### config.mk
export PLATFORM = sky130hd
export DESIGN_NAME = cwl_config_loader
export DESIGN_NICKNAME = d
export VERILOG_FILES = /design/src/cwl_pkg.sv /design/src/cwl_rd_if.sv /design/src/cwl_config_loader.sv /design/src/cwl_word_reader.sv
export VERILOG_INCLUDE_DIRS = /design/src
export SDC_FILE = /design/constraint.sdc
export NUM_CORES = 2
export LEC_CHECK = 0
export BUFFER_PORTS_ARGS = -buffer_cell sky130_fd_sc_hd__buf_2
export CORE_AREA = 5 5 579 581
export CTS_CLUSTER_SIZE = 14
export DETAILED_ROUTE_END_ITERATION = 7
export DIE_AREA = 0 0 584 586
export SETUP_SLACK_MARGIN = 0.2
export SYNTH_ARGS = -nofsm -noshare
export SYNTH_HDL_FRONTEND = slang
export SYNTH_HIERARCHICAL = 1
export SYNTH_SLANG_ARGS = --single-unit
### constraint.sdc
create_clock -name clock -period 4 [get_ports clock]
set_input_delay 0.2 -clock clock [delete_from_list [all_inputs] [get_ports clock]]
set_output_delay 0.2 -clock clock [all_outputs]
set_load 0.01 [all_outputs]
### src/cwl_regs.svh
// register offsets, field positions, start-up words and timing for the config loader
`ifndef CWL_REGS_SVH
`define CWL_REGS_SVH
// ************************************************************
// store word addresses (byte address of each 16-bit word)
// ************************************************************
`define CWL_W_SIG   8'h00
`define CWL_W_0C    8'h0c
`define CWL_W_0E    8'h0e
`define CWL_W_10    8'h10
`define CWL_W_12    8'h12
`define CWL_W_14    8'h14
`define CWL_W_16    8'h16
`define CWL_W_18    8'h18
`define CWL_W_1A    8'h1a
`define CWL_W_1C    8'h1c
`define CWL_W_1E    8'h1e
`define CWL_W_20    8'h20
`define CWL_W_STEP  8'h02
// ************************************************************
// default values of the start-up words
// ************************************************************
`define CWL_D_0C    16'h4211
`define CWL_D_0E    16'h916b
`define CWL_D_10    16'h0a73
`define CWL_D_12    16'hf6b5
`define CWL_D_14    16'hc0a7
`define CWL_D_16    16'h0000
`define CWL_D_18    16'h0000
`define CWL_D_1A    16'h3333
`define CWL_D_1C    16'h7b08
`define CWL_D_1E    16'h0000
`define CWL_D_20    16'h0080
// ************************************************************
// per-port configuration offsets and their image index
// ************************************************************
`define CWL_OFF_68  8'h68
`define CWL_OFF_74  8'h74
`define CWL_OFF_78  8'h78
`define CWL_OFF_7C  8'h7c
`define CWL_OFF_84  8'h84
`define CWL_OFF_88  8'h88
`define CWL_OFF_8C  8'h8c
`define CWL_OFF_90  8'h90
`define CWL_OFF_94  8'h94
`define CWL_OFF_98  8'h98
`define CWL_OFF_E4  8'he4
`define CWL_IX_68   4'h0
`define CWL_IX_74   4'h1
`define CWL_IX_78   4'h2
`define CWL_IX_7C   4'h3
`define CWL_IX_84   4'h4
`define CWL_IX_88   4'h5
`define CWL_IX_8C   4'h6
`define CWL_IX_90   4'h7
`define CWL_IX_94   4'h8
`define CWL_IX_98   4'h9
`define CWL_IX_E4   4'ha
`define CWL_IX_NONE 4'hf
// ************************************************************
// apb map of the loader's own registers
// ************************************************************
`define CWL_A_CTRL    8'h00
`define CWL_A_STATUS  8'h04
`define CWL_CTRL_RELOAD 0
// ************************************************************
// serial clock timing
// ************************************************************
`define CWL_CLK_PS      8000
`define CWL_SCK_HALF_NS 250
`define CWL_SCK_HALF_CYC ((`CWL_SCK_HALF_NS * 1000 + `CWL_CLK_PS - 1) / `CWL_CLK_PS)
`define CWL_RD_LAST_OUT 5'd10
`define CWL_RD_LAST_BIT 5'd26
`endif

### src/cwl_pkg.sv
// types shared by the config loader and its serial word reader
package cwl_pkg;
  typedef logic [31:0] cwl_word_t;
  typedef cwl_word_t [10:0] cwl_port_img_t;
  typedef cwl_port_img_t [3:0] cwl_imgs_t;
  typedef enum logic [2:0] {
    LD_ISSUE = 3'b001,
    LD_WAIT  = 3'b010,
    LD_DONE  = 3'b100
  } cwl_ld_phase_t;
  typedef enum logic [1:0] {
    RD_IDLE = 2'b01,
    RD_RUN  = 2'b10
  } cwl_rd_phase_t;
endpackage : cwl_pkg

### src/cwl_rd_if.sv
// word read request and answer between loader and serial reader
`timescale 1ns/1ps
`default_nettype none
interface cwl_rd_if;
  logic        req;
  logic [7:0]  wordIdx;
  logic        valid;
  logic [15:0] data;
  logic        busy;
  modport loader (output req, output wordIdx, input valid, input data, input busy);
  modport reader (input req, input wordIdx, output valid, output data, output busy);
endinterface : cwl_rd_if
`default_nettype wire

### src/cwl_config_loader.sv
// start-up loader of per-port configuration fields with an apb view
//
// Local design decisions: the APB slave port and the register addresses.
`timescale 1ns/1ps
`default_nettype none
`include "cwl_regs.svh"
module cwl_config_loader
  import cwl_pkg::*;
#(
  parameter logic [15:0] STORE_SIGNATURE = 16'h5a3c  // arbitrary value
)(
  input  wire logic        clock,
  input  wire logic        arst_n,
  input  wire logic        psel,
  input  wire logic        penable,
  input  wire logic        pwrite,
  input  wire logic [11:0] paddr,
  input  wire logic [31:0] pwdata,
  output logic [31:0]      prdata,
  output logic             pready,
  output logic             pslverr,
  output logic             eeCs,
  output logic             eeSck,
  output logic             eeDo,
  input  wire logic        eeDi,
  output cwl_imgs_t        portCfg,
  output logic             loadDone
);
  // ************************************************************
  // field mapping of one start-up word
  // ************************************************************
  function automatic cwl_imgs_t applyWord(
    input cwl_imgs_t   im,
    input logic [7:0]  a,
    input logic [15:0] w
  );
    cwl_imgs_t r;
    r = im;
    // same values into every port in one step, except word 0x20 which goes to port 0 only
    for (int p = 0; p < 4; p++) begin
      unique case (a)
        `CWL_W_0C: begin
          r[p][`CWL_IX_8C][1] = w[13];
          r[p][`CWL_IX_E4][12] = w[14];
          r[p][`CWL_IX_8C][3] = w[15];
        end
        `CWL_W_0E: begin
          r[p][`CWL_IX_94][14:0] = w[14:0];
          r[p][`CWL_IX_E4][18] = w[15];
        end
        `CWL_W_10: begin
          r[p][`CWL_IX_74][30:16] = w[14:0];
          r[p][`CWL_IX_8C][31] = w[15];
        end
        `CWL_W_12: begin
          r[p][`CWL_IX_78][30:16] = w[14:0];
          r[p][`CWL_IX_8C][16] = w[15];
        end
        `CWL_W_14: begin
          r[p][`CWL_IX_7C][6:0] = w[6:0];
          r[p][`CWL_IX_90][19:15] = w[11:7];
          r[p][`CWL_IX_8C][20:17] = w[15:12];
        end
        `CWL_W_16: r[p][`CWL_IX_84][15:0] = w;
        `CWL_W_18: r[p][`CWL_IX_84][31:16] = w;
        `CWL_W_1A: r[p][`CWL_IX_88][15:0] = w;
        `CWL_W_1C: begin
          r[p][`CWL_IX_88][23:16] = w[7:0];
          r[p][`CWL_IX_8C][23:21] = w[10:8];
          r[p][`CWL_IX_98][20:16] = w[15:11];
        end
        `CWL_W_1E: begin
          r[p][`CWL_IX_90][31:20] = w[11:0];
          r[p][`CWL_IX_8C][29:26] = w[15:12];
        end
        `CWL_W_20: begin
          // lane controls of the upstream port only
          if (p == 0) begin
            r[p][`CWL_IX_78][7:0] = w[7:0];
            r[p][`CWL_IX_68][14:13] = w[9:8];
            r[p][`CWL_IX_78][9:8] = w[11:10];
            r[p][`CWL_IX_78][10] = w[12];
            r[p][`CWL_IX_78][13:12] = w[14:13];
            r[p][`CWL_IX_78][14] = w[15];
          end
        end
        default: ;
      endcase
    end
    return r;
  endfunction : applyWord

  // ************************************************************
  // default words and the image they produce
  // ************************************************************
  function automatic logic [15:0] defaultWord(input logic [7:0] a);
    unique case (a)
      `CWL_W_0C: return `CWL_D_0C;
      `CWL_W_0E: return `CWL_D_0E;
      `CWL_W_10: return `CWL_D_10;
      `CWL_W_12: return `CWL_D_12;
      `CWL_W_14: return `CWL_D_14;
      `CWL_W_16: return `CWL_D_16;
      `CWL_W_18: return `CWL_D_18;
      `CWL_W_1A: return `CWL_D_1A;
      `CWL_W_1C: return `CWL_D_1C;
      `CWL_W_1E: return `CWL_D_1E;
      `CWL_W_20: return `CWL_D_20;
      default:   return 16'h0000;
    endcase
  endfunction : defaultWord

  function automatic cwl_imgs_t defaultImgs();
    cwl_imgs_t im;
    logic [7:0] a;
    im = '0;
    a = `CWL_W_0C;
    while (a <= `CWL_W_20) begin
      im = applyWord(im, a, defaultWord(a));
      a = a + `CWL_W_STEP;
    end
    return im;
  endfunction : defaultImgs

  localparam cwl_imgs_t DEF_IMGS = defaultImgs();

  // ************************************************************
  // offset decode of the per-port window
  // ************************************************************
  function automatic logic [3:0] regIndex(input logic [7:0] off);
    unique case (off)
      `CWL_OFF_68: return `CWL_IX_68;
      `CWL_OFF_74: return `CWL_IX_74;
      `CWL_OFF_78: return `CWL_IX_78;
      `CWL_OFF_7C: return `CWL_IX_7C;
      `CWL_OFF_84: return `CWL_IX_84;
      `CWL_OFF_88: return `CWL_IX_88;
      `CWL_OFF_8C: return `CWL_IX_8C;
      `CWL_OFF_90: return `CWL_IX_90;
      `CWL_OFF_94: return `CWL_IX_94;
      `CWL_OFF_98: return `CWL_IX_98;
      `CWL_OFF_E4: return `CWL_IX_E4;
      default:     return `CWL_IX_NONE;
    endcase
  endfunction : regIndex

  // ************************************************************
  // state
  // ************************************************************
  typedef struct packed {
    cwl_ld_phase_t phase;
    logic [7:0]    wordAddr;
    logic          present;
    logic [3:0]    wordsLoaded;
    cwl_imgs_t     imgs;
    logic [31:0]   rdata;
    logic          err;
  } cwl_ld_state_t;

  cwl_ld_state_t s, next_s;
  cwl_rd_if rd ();

  logic        setup;
  logic        access;
  logic [3:0]  page;
  logic [7:0]  offset;
  logic [3:0]  rdIdx;
  logic [3:0][31:0] portRd;
  logic        busy;
  logic [31:0] statusWord;

  assign setup = psel & ~penable;
  assign access = psel & penable;
  assign page = paddr[11:8];
  assign offset = paddr[7:0];
  assign rdIdx = regIndex(offset);
  assign busy = (s.phase != LD_DONE);
  // busy, done, store found, words taken, next word address
  assign statusWord = {16'h0000, s.wordAddr, s.wordsLoaded, 1'b0, s.present, ~busy, busy};

  // ************************************************************
  // per-port read select
  // ************************************************************
  generate
    for (genvar p = 0; p < 4; p++) begin : g_port
      // index 11 to 14 never occur; decode gives 15 for holes, and that reads as zero here
      assign portRd[p] = (rdIdx == `CWL_IX_NONE) ? 32'h0000_0000 : s.imgs[p][rdIdx];
    end
  endgenerate

  // ************************************************************
  // loader sequence and apb slave
  // ************************************************************
  always_comb begin
    next_s = s;
    // signature first, then mapped words in ascending order
    unique case (s.phase)
      LD_ISSUE: next_s.phase = LD_WAIT;
      LD_WAIT: begin
        if (rd.valid) begin
          if (s.wordAddr == `CWL_W_SIG) begin
            // blank or missing store reads all ones: keep defaults
            if (rd.data == STORE_SIGNATURE) begin
              next_s.present = 1'b1;
              next_s.wordAddr = `CWL_W_0C;
              next_s.phase = LD_ISSUE;
            end else begin
              next_s.phase = LD_DONE;
            end
          end else begin
            next_s.imgs = applyWord(s.imgs, s.wordAddr, rd.data);
            next_s.wordsLoaded = s.wordsLoaded + 4'd1;
            if (s.wordAddr == `CWL_W_20) begin
              next_s.phase = LD_DONE;
            end else begin
              next_s.wordAddr = s.wordAddr + `CWL_W_STEP;
              next_s.phase = LD_ISSUE;
            end
          end
        end
      end
      LD_DONE: ;
    endcase
    // read data and error are settled in the setup cycle
    if (setup) begin
      next_s.rdata = 32'h0000_0000;
      next_s.err = 1'b0;
      if (paddr[1:0] != 2'b00) begin
        next_s.err = 1'b1;
      end else if (page == 4'h0) begin
        if (offset == `CWL_A_STATUS && !pwrite) next_s.rdata = statusWord;
        else if (offset != `CWL_A_CTRL) next_s.err = 1'b1;
      end else if (page <= 4'h4 && rdIdx != `CWL_IX_NONE && !pwrite) begin
        next_s.rdata = portRd[2'(page - 4'h1)];
      end else begin
        // images are loaded, not written: writes and holes fail
        next_s.err = 1'b1;
      end
    end
    // reload restarts from defaults; ignored while a pass runs
    if (access && pwrite && !s.err && page == 4'h0 && offset == `CWL_A_CTRL) begin
      if (pwdata[`CWL_CTRL_RELOAD] && !busy) begin
        next_s.imgs = DEF_IMGS;
        next_s.wordAddr = `CWL_W_SIG;
        next_s.present = 1'b0;
        next_s.wordsLoaded = 4'h0;
        next_s.phase = LD_ISSUE;
      end
    end
  end

  // pass starts right after reset with defaults already in place
  always_ff @(posedge clock or negedge arst_n) begin
    if (!arst_n) begin
      s <= '{phase: LD_ISSUE, wordAddr: `CWL_W_SIG, imgs: DEF_IMGS, default: '0};
    end else begin
      s <= next_s;
    end
  end

  // ************************************************************
  // serial store reader
  // ************************************************************
  assign rd.req = (s.phase == LD_ISSUE);
  assign rd.wordIdx = {1'b0, s.wordAddr[7:1]};

  cwl_word_reader u_reader (
    .clock  (clock),
    .arst_n (arst_n),
    .rd     (rd),
    .eeCs   (eeCs),
    .eeSck  (eeSck),
    .eeDo   (eeDo),
    .eeDi   (eeDi)
  );

  // ************************************************************
  // outputs
  // ************************************************************
  // zero wait states: every access completes in its first access cycle
  assign pready = access;
  assign prdata = s.rdata;
  assign pslverr = access & s.err;
  assign portCfg = s.imgs;
  assign loadDone = ~busy;
endmodule : cwl_config_loader
`default_nettype wire

### src/cwl_word_reader.sv
// three-wire serial store reader: one 16-bit word per request
`timescale 1ns/1ps
`default_nettype none
`include "cwl_regs.svh"
module cwl_word_reader
  import cwl_pkg::*;
(
  input  wire logic clock,
  input  wire logic arst_n,
  cwl_rd_if.reader  rd,
  output logic      eeCs,
  output logic      eeSck,
  output logic      eeDo,
  input  wire logic eeDi
);
  typedef struct packed {
    cwl_rd_phase_t phase;
    logic [5:0]    div;
    logic [4:0]    bitNo;
    logic          sck;
    logic          cs;
    logic [10:0]   shift;
    logic [15:0]   din;
    logic          valid;
  } cwl_rd_state_t;
  cwl_rd_state_t s, next_s;
  localparam logic [5:0] HALF_LAST = 6'(`CWL_SCK_HALF_CYC - 1);
  // start bit, read opcode, word index; data sampled late in the high phase
  always_comb begin
    next_s = s;
    next_s.valid = 1'b0;
    unique case (s.phase)
      RD_IDLE: begin
        if (rd.req) begin
          next_s.phase = RD_RUN;
          next_s.shift = {3'b110, rd.wordIdx};
          next_s.bitNo = 5'd0;
          next_s.div = 6'd0;
          next_s.cs = 1'b1;
        end
      end
      RD_RUN: begin
        if (s.div != HALF_LAST) begin
          next_s.div = s.div + 6'd1;
        end else begin
          next_s.div = 6'd0;
          next_s.sck = ~s.sck;
          if (s.sck) begin
            next_s.shift = {s.shift[9:0], 1'b0};
            // first cycle after the address already carries the data msb; there is no dummy bit
            if (s.bitNo > `CWL_RD_LAST_OUT) next_s.din = {s.din[14:0], eeDi};
            if (s.bitNo == `CWL_RD_LAST_BIT) begin
              next_s.phase = RD_IDLE;
              next_s.cs = 1'b0;
              next_s.valid = 1'b1;
            end else begin
              next_s.bitNo = s.bitNo + 5'd1;
            end
          end
        end
      end
    endcase
  end
  always_ff @(posedge clock or negedge arst_n) begin
    if (!arst_n) s <= '{phase: RD_IDLE, default: '0};
    else s <= next_s;
  end
  assign eeCs = s.cs;
  assign eeSck = s.sck;
  assign eeDo = s.shift[10];
  assign rd.valid = s.valid;
  assign rd.data = s.din;
  assign rd.busy = (s.phase == RD_RUN);
endmodule : cwl_word_reader
`default_nettype wire

After elaboration in Yosys (flattened, before gate mapping)
Index checks and enable logic that the tools add are counted.
W data, S select, Z words.
{ "classes": {"n_reduce_logical": 21, "order_cmp": 4, "n_addsub": 5, "n_mul": 0, "shifts": 0, "n_div": 0, "bitwise_logic": 7, "eq_ne": 38, "mux": 134} }
{ "ops": {"columns": ["operator", "n"], "rows": [
  ["$mux W1424", 3],
  ["$mux W1421", 1],
  ["$mux W1412", 1],
  ["$bmux W32 S4", 4],
  ["$mux W32", 11],
  ["$mux W16", 14],
  ["$mux W15", 12],
  ["$bmux W32 S2", 1],
  ["$eq A8 B5 Y1 const B", 8],
  ["$mux W12", 5],
  ["$eq A8 B8 Y1 const B", 7],
  ["$mux W5", 10],
  ["$pmux W4 S11", 1],
  ["$mux W8", 5],
  ["$mux W35", 1],
  ["$mux W33", 1],
  ["$eq A8 B7 Y1 const B", 4],
  ["$mux W1", 32],
  ["$mux W4", 8],
  ["$mux W29", 1],
  ["$mux W7", 4],
  ["$pmux W13 S2", 1],
  ["$pmux W12 S2", 1],
  ["$mux W11", 2],
  ["41 further kinds", 71]
]} }
{ "word_totals": {"in_bits": 50, "mem_bits_ro": 0, "output_inout_bits": 1446, "regBits": 1500, "latch_bits": 0, "mem_bits_rw": 0, "memories": 0, "wordCells": 267} }

Depth between registers and ports, before layout
{ "depth": {"word_depth": 10, "ltp_mapped": 13, "depth_no_buf": 10} }

By module
Netlist, hierarchy kept.
{ "by_module_without_submodules": {"columns": ["module", "instances", "seq_area_each_um2", "cells_each", "area_per_inst_um2"], "rows": [
  ["cwl_config_loader", 1, 16588.4, 4614, 40935.5],
  ["cwl_word_reader", 1, 1052.3, 171, 2014.4]
]} }

Least setup slack after synthesis
No wires, ideal clock.
{ "synth_timing": {"kind": "input-to-reg", "startpoint": "in paddr[8]", "endpoint": "reg s (netlist bit portCfg[1147])", "required_time_ns": 3.868, "path_buffers": 4, "cell_stages": 10, "arrival_time_ns": 2.942, "setup_ns": 0.132, "path_slack_ns": 0.926, "cell_sequence": "clkinv_1 -> clkbuf_1 -> clkbuf_1 -> ha_1 -> nor3b_1 -> nand2_1 -> nor3_1 -> clkbuf_1 -> clkbuf_1 -> nor2_1"} }
{ "synth_rtl": {"columns": ["element", "line", "source"], "rows": [
  ["start: declaration", "cwl_config_loader.sv:17", "input wire logic [11:0] paddr,"],
  ["end signal: assignment", "cwl_config_loader.sv:257", "s <= next_s;"],
  ["end: declaration", "cwl_config_loader.sv:160", "cwl_ld_state_t s, next_s;"]
]} }

==> results_dict.tcl <==
set metrics [dict create \
    status "completed" \
    grt.total_usage_pct 16.0 \
    area_delta_synth_final_pct 10.5 \
    dr.pass1.iters 5 \
    drc_errors 0 \
    synth_area_per_cell_um2 8.98 \
    htreeDepth 3 \
    ios 1496 \
    min_path_type "input port to register" \
    grt_pass1_wl_um 353000 \
    post-route-period-util_pct 78.0 \
    start_kind "register" \
    finalMaxSlewViolations 0 \
    worstSetupEndpointType "register" \
    rsz0062_at_grt "false" \
    grt-ovfl-total 0 \
    grt_max_degree 109 \
    synth_edf_count 0 \
    synth-async-reset-ratio_pct 100 \
    die_w_um 584 \
    final_nets 4847 \
    clock-sinks 695 \
    hold_viol 0 \
    max-slew-margin-rel_pct 22.2 \
    gp_congestion 0.888 \
    layout_common_cells "conb_1 (805), buf_2 (658), nand2_1 (553)" \
    yosysTopAreaCell "dfrtp_1" \
    ys_ff_latch 695 \
    yosysTopAreaCellShare_pct 28.9 \
    worst_pin_slew_ns 1.17 \
    vias_per_cell 3.60 \
    yosys_warnings 6 \
    fin_skew_ns 0.0715 \
    crit_type "register to register" \
    antenna_found_initial 35 \
    setup_slack_ns 0.878 \
    cts_tree "built" \
    die_h_um 586 \
    peakVddDrop_uv 344 \
    start_util_pct 13.0 \
    power_density_nw_per_um2 355 \
    clockBufferDepth 3 \
    period_needed_ns 3.12 \
    critPathMaxFanout 45 \
    worstPathRequired_ns 4.63 \
    grt_pass1_vias 29900 \
    ys_seq_area_share_pct 41.1 \
    ys.flop_type "dfrtp_1" \
    yosys-top-cells-area "dfrtp_1 (29%), buf_4 (26%), dfstp_2 (12%)" \
    clock_latency_ns 0.75 \
    fillerInstances 37500 \
    root_buffer "clkbuf_16" \
    arrival_ns 3.75 \
    cts_setup_buffers 0 \
    fin_util_pct 14.4 \
    fmax_mhz 320 \
    fp.dieArea_um2 342000 \
    post_cts_resized 0 \
    setup_violations 0 \
    core_um2 329000 \
    path_clk_slew_ns 0.07 \
    cts_buffers 91 \
    p_leak_nw 19.7 \
    wl_per_cell_um 31.2 \
    portBuffers 660 \
    syn_area_um2 42900 \
    vias 33300 \
    ant_nets 0 \
    dp_hpwl_um 241000 \
    wl_um 289000 \
    place_ws_ns 0.562 \
    fp-row-count 211 \
    fin_tns_setup_ns 0 \
    maxCapViolCount 0 \
    synth_cell_types 94 \
    final_common_cell "conb_1" \
    drive_gt1_share_pct 26.4 \
    synth_cells 4785 \
    drt_iter0_markers 4035 \
]
cell type report:
class	count	area, um2	share of cell area, %
diodes	18	45.0	0.0949
clock buffers	130	2570	5.42
clock inverters	41	561	1.18
inverters	21	78.8	0.166
multi-input cells	3166	16300	34.4
flip-flops and latches	695	17600	37.2
well taps	4366	5460	11.5
repair buffers	816	4750	10.0
cells by family (layout without fill, tap and decap cells):
family / Yosys count / count (layout) / synth area share, %
compound gates: 845 / 845 / 12.1
xor+xnor: 10 / 10 / 0.204
fa+ha+maj: 6 / 6 / 0.175
buf+inv: 1728 / 1008 / 28.2
flops: 695 / 695 / 41.1
mux: 148 / 148 / 4.82
other cells: 1 / 823 / 0.00873
simple gates: 1352 / 1352 / 13.5
sequential cells by signal (all words and copies together) (netlist names):
register           flops
portCfg              604
s                     10
u_reader/s            23
rd.wordIdx             7
u_reader/eeSck         1
prdata                32
u_reader/rd.valid      1
u_reader/rd.data      16
u_reader/eeDo          1
worst paths after layout:
| path | start | end | slack (ns) | cells after the start |
|---|---|---|---|---|
| min in group asynchronous | arst_n | portCfg[1184] | 0.09 | 2 |
| max reg2reg | s[1456] | portCfg[621] | 0.88 | 7 |
| min reg2reg | portCfg[1320] | portCfg[1320] | 0.46 | 2 |
| max in group asynchronous | arst_n | portCfg[790] | 2.68 | 3 |
| min | paddr[8] | prdata[29] | 0.07 | 4 |
| max | s[1456] | portCfg[621] | 0.88 | 7 |
metrics by stage:
step | std cells | power [W] | cell area, um2 | hold WS, ns
5_1_grt | 9240 | 0.0174 | 47400 | 0.0653
3_5_place_dp | 9061 | 0.00828 | 44200 | 0.289
4_1_cts | 9235 | 0.0170 | 47400 | 0.00812
3_3_place_gp | 9061 | 0.00828 | 44200 | 0.290
6_report | 9253 | 0.0169 | 47500 | 0.0683
2_1_floorplan | 5589 | 0.00839 | 46000 | -0.0956
where the power goes:
group / total [W] / switching (W) / internal [W]
registers: 0.00705 / 0.00000215 / 0.00705
logic: 0.00114 / 0.000949 / 0.000195
clock network: 0.00866 / 0.00367 / 0.00499
total: 0.0169 / 0.00462 / 0.0122
routing by layer:
metal	share of wire (%)	track usage, %	vias to the layer above
met3	18	11.5	263
met5	0.015	0	-
met4	3.5	4.78	6
met2	41	23.0	2309
met1	37	18.6	16800
li1	-	-	13900
Yosys cell counts, types with 6 or more instances:
cell,instances
buf_4,1462
nand2b_1,7
and2_1,38
buf_2,36
o21ai_0,103
o211ai_1,8
and3_1,63
nor3b_1,6
o2111ai_1,8
buf_1,16
dfstp_2,199
nand3_1,53
inv_1,20
o31ai_1,6
buf_6,6
o221ai_1,13
a22oi_1,24
clkbuf_1,185
nor3_1,37
a31oi_1,10
nor2_1,514
a221o_1,6
mux2i_1,69
mux4_2,40
ha_1,6
mux2_4,10
xor2_1,8
mux2_2,27
dfrtp_1,496
a21o_1,11
nor4_1,10
nand2_1,559
a32oi_1,15
a211oi_1,32
o21ai_1,6
a21oi_1,468
a221oi_1,79
nand4_1,18
nor2b_1,9
timing repair:
action,in CTS,in global routing
endpoints found under the setup margin,0,0
endpoints found under the hold margin,68,0
hold buffers,3,0
worst max-delay path, stage by stage, from the launching register on:
cell and delay (ns):
dfrtp_1 0.44, nor4bb_2 0.36, and3_1 0.44, nand2_1 0.20
or3_2 0.89, nor2_1 0.42, a21oi_1 0.07, nor2_1 0.12
No activity file was read; power rests on OpenSTA's default activity.
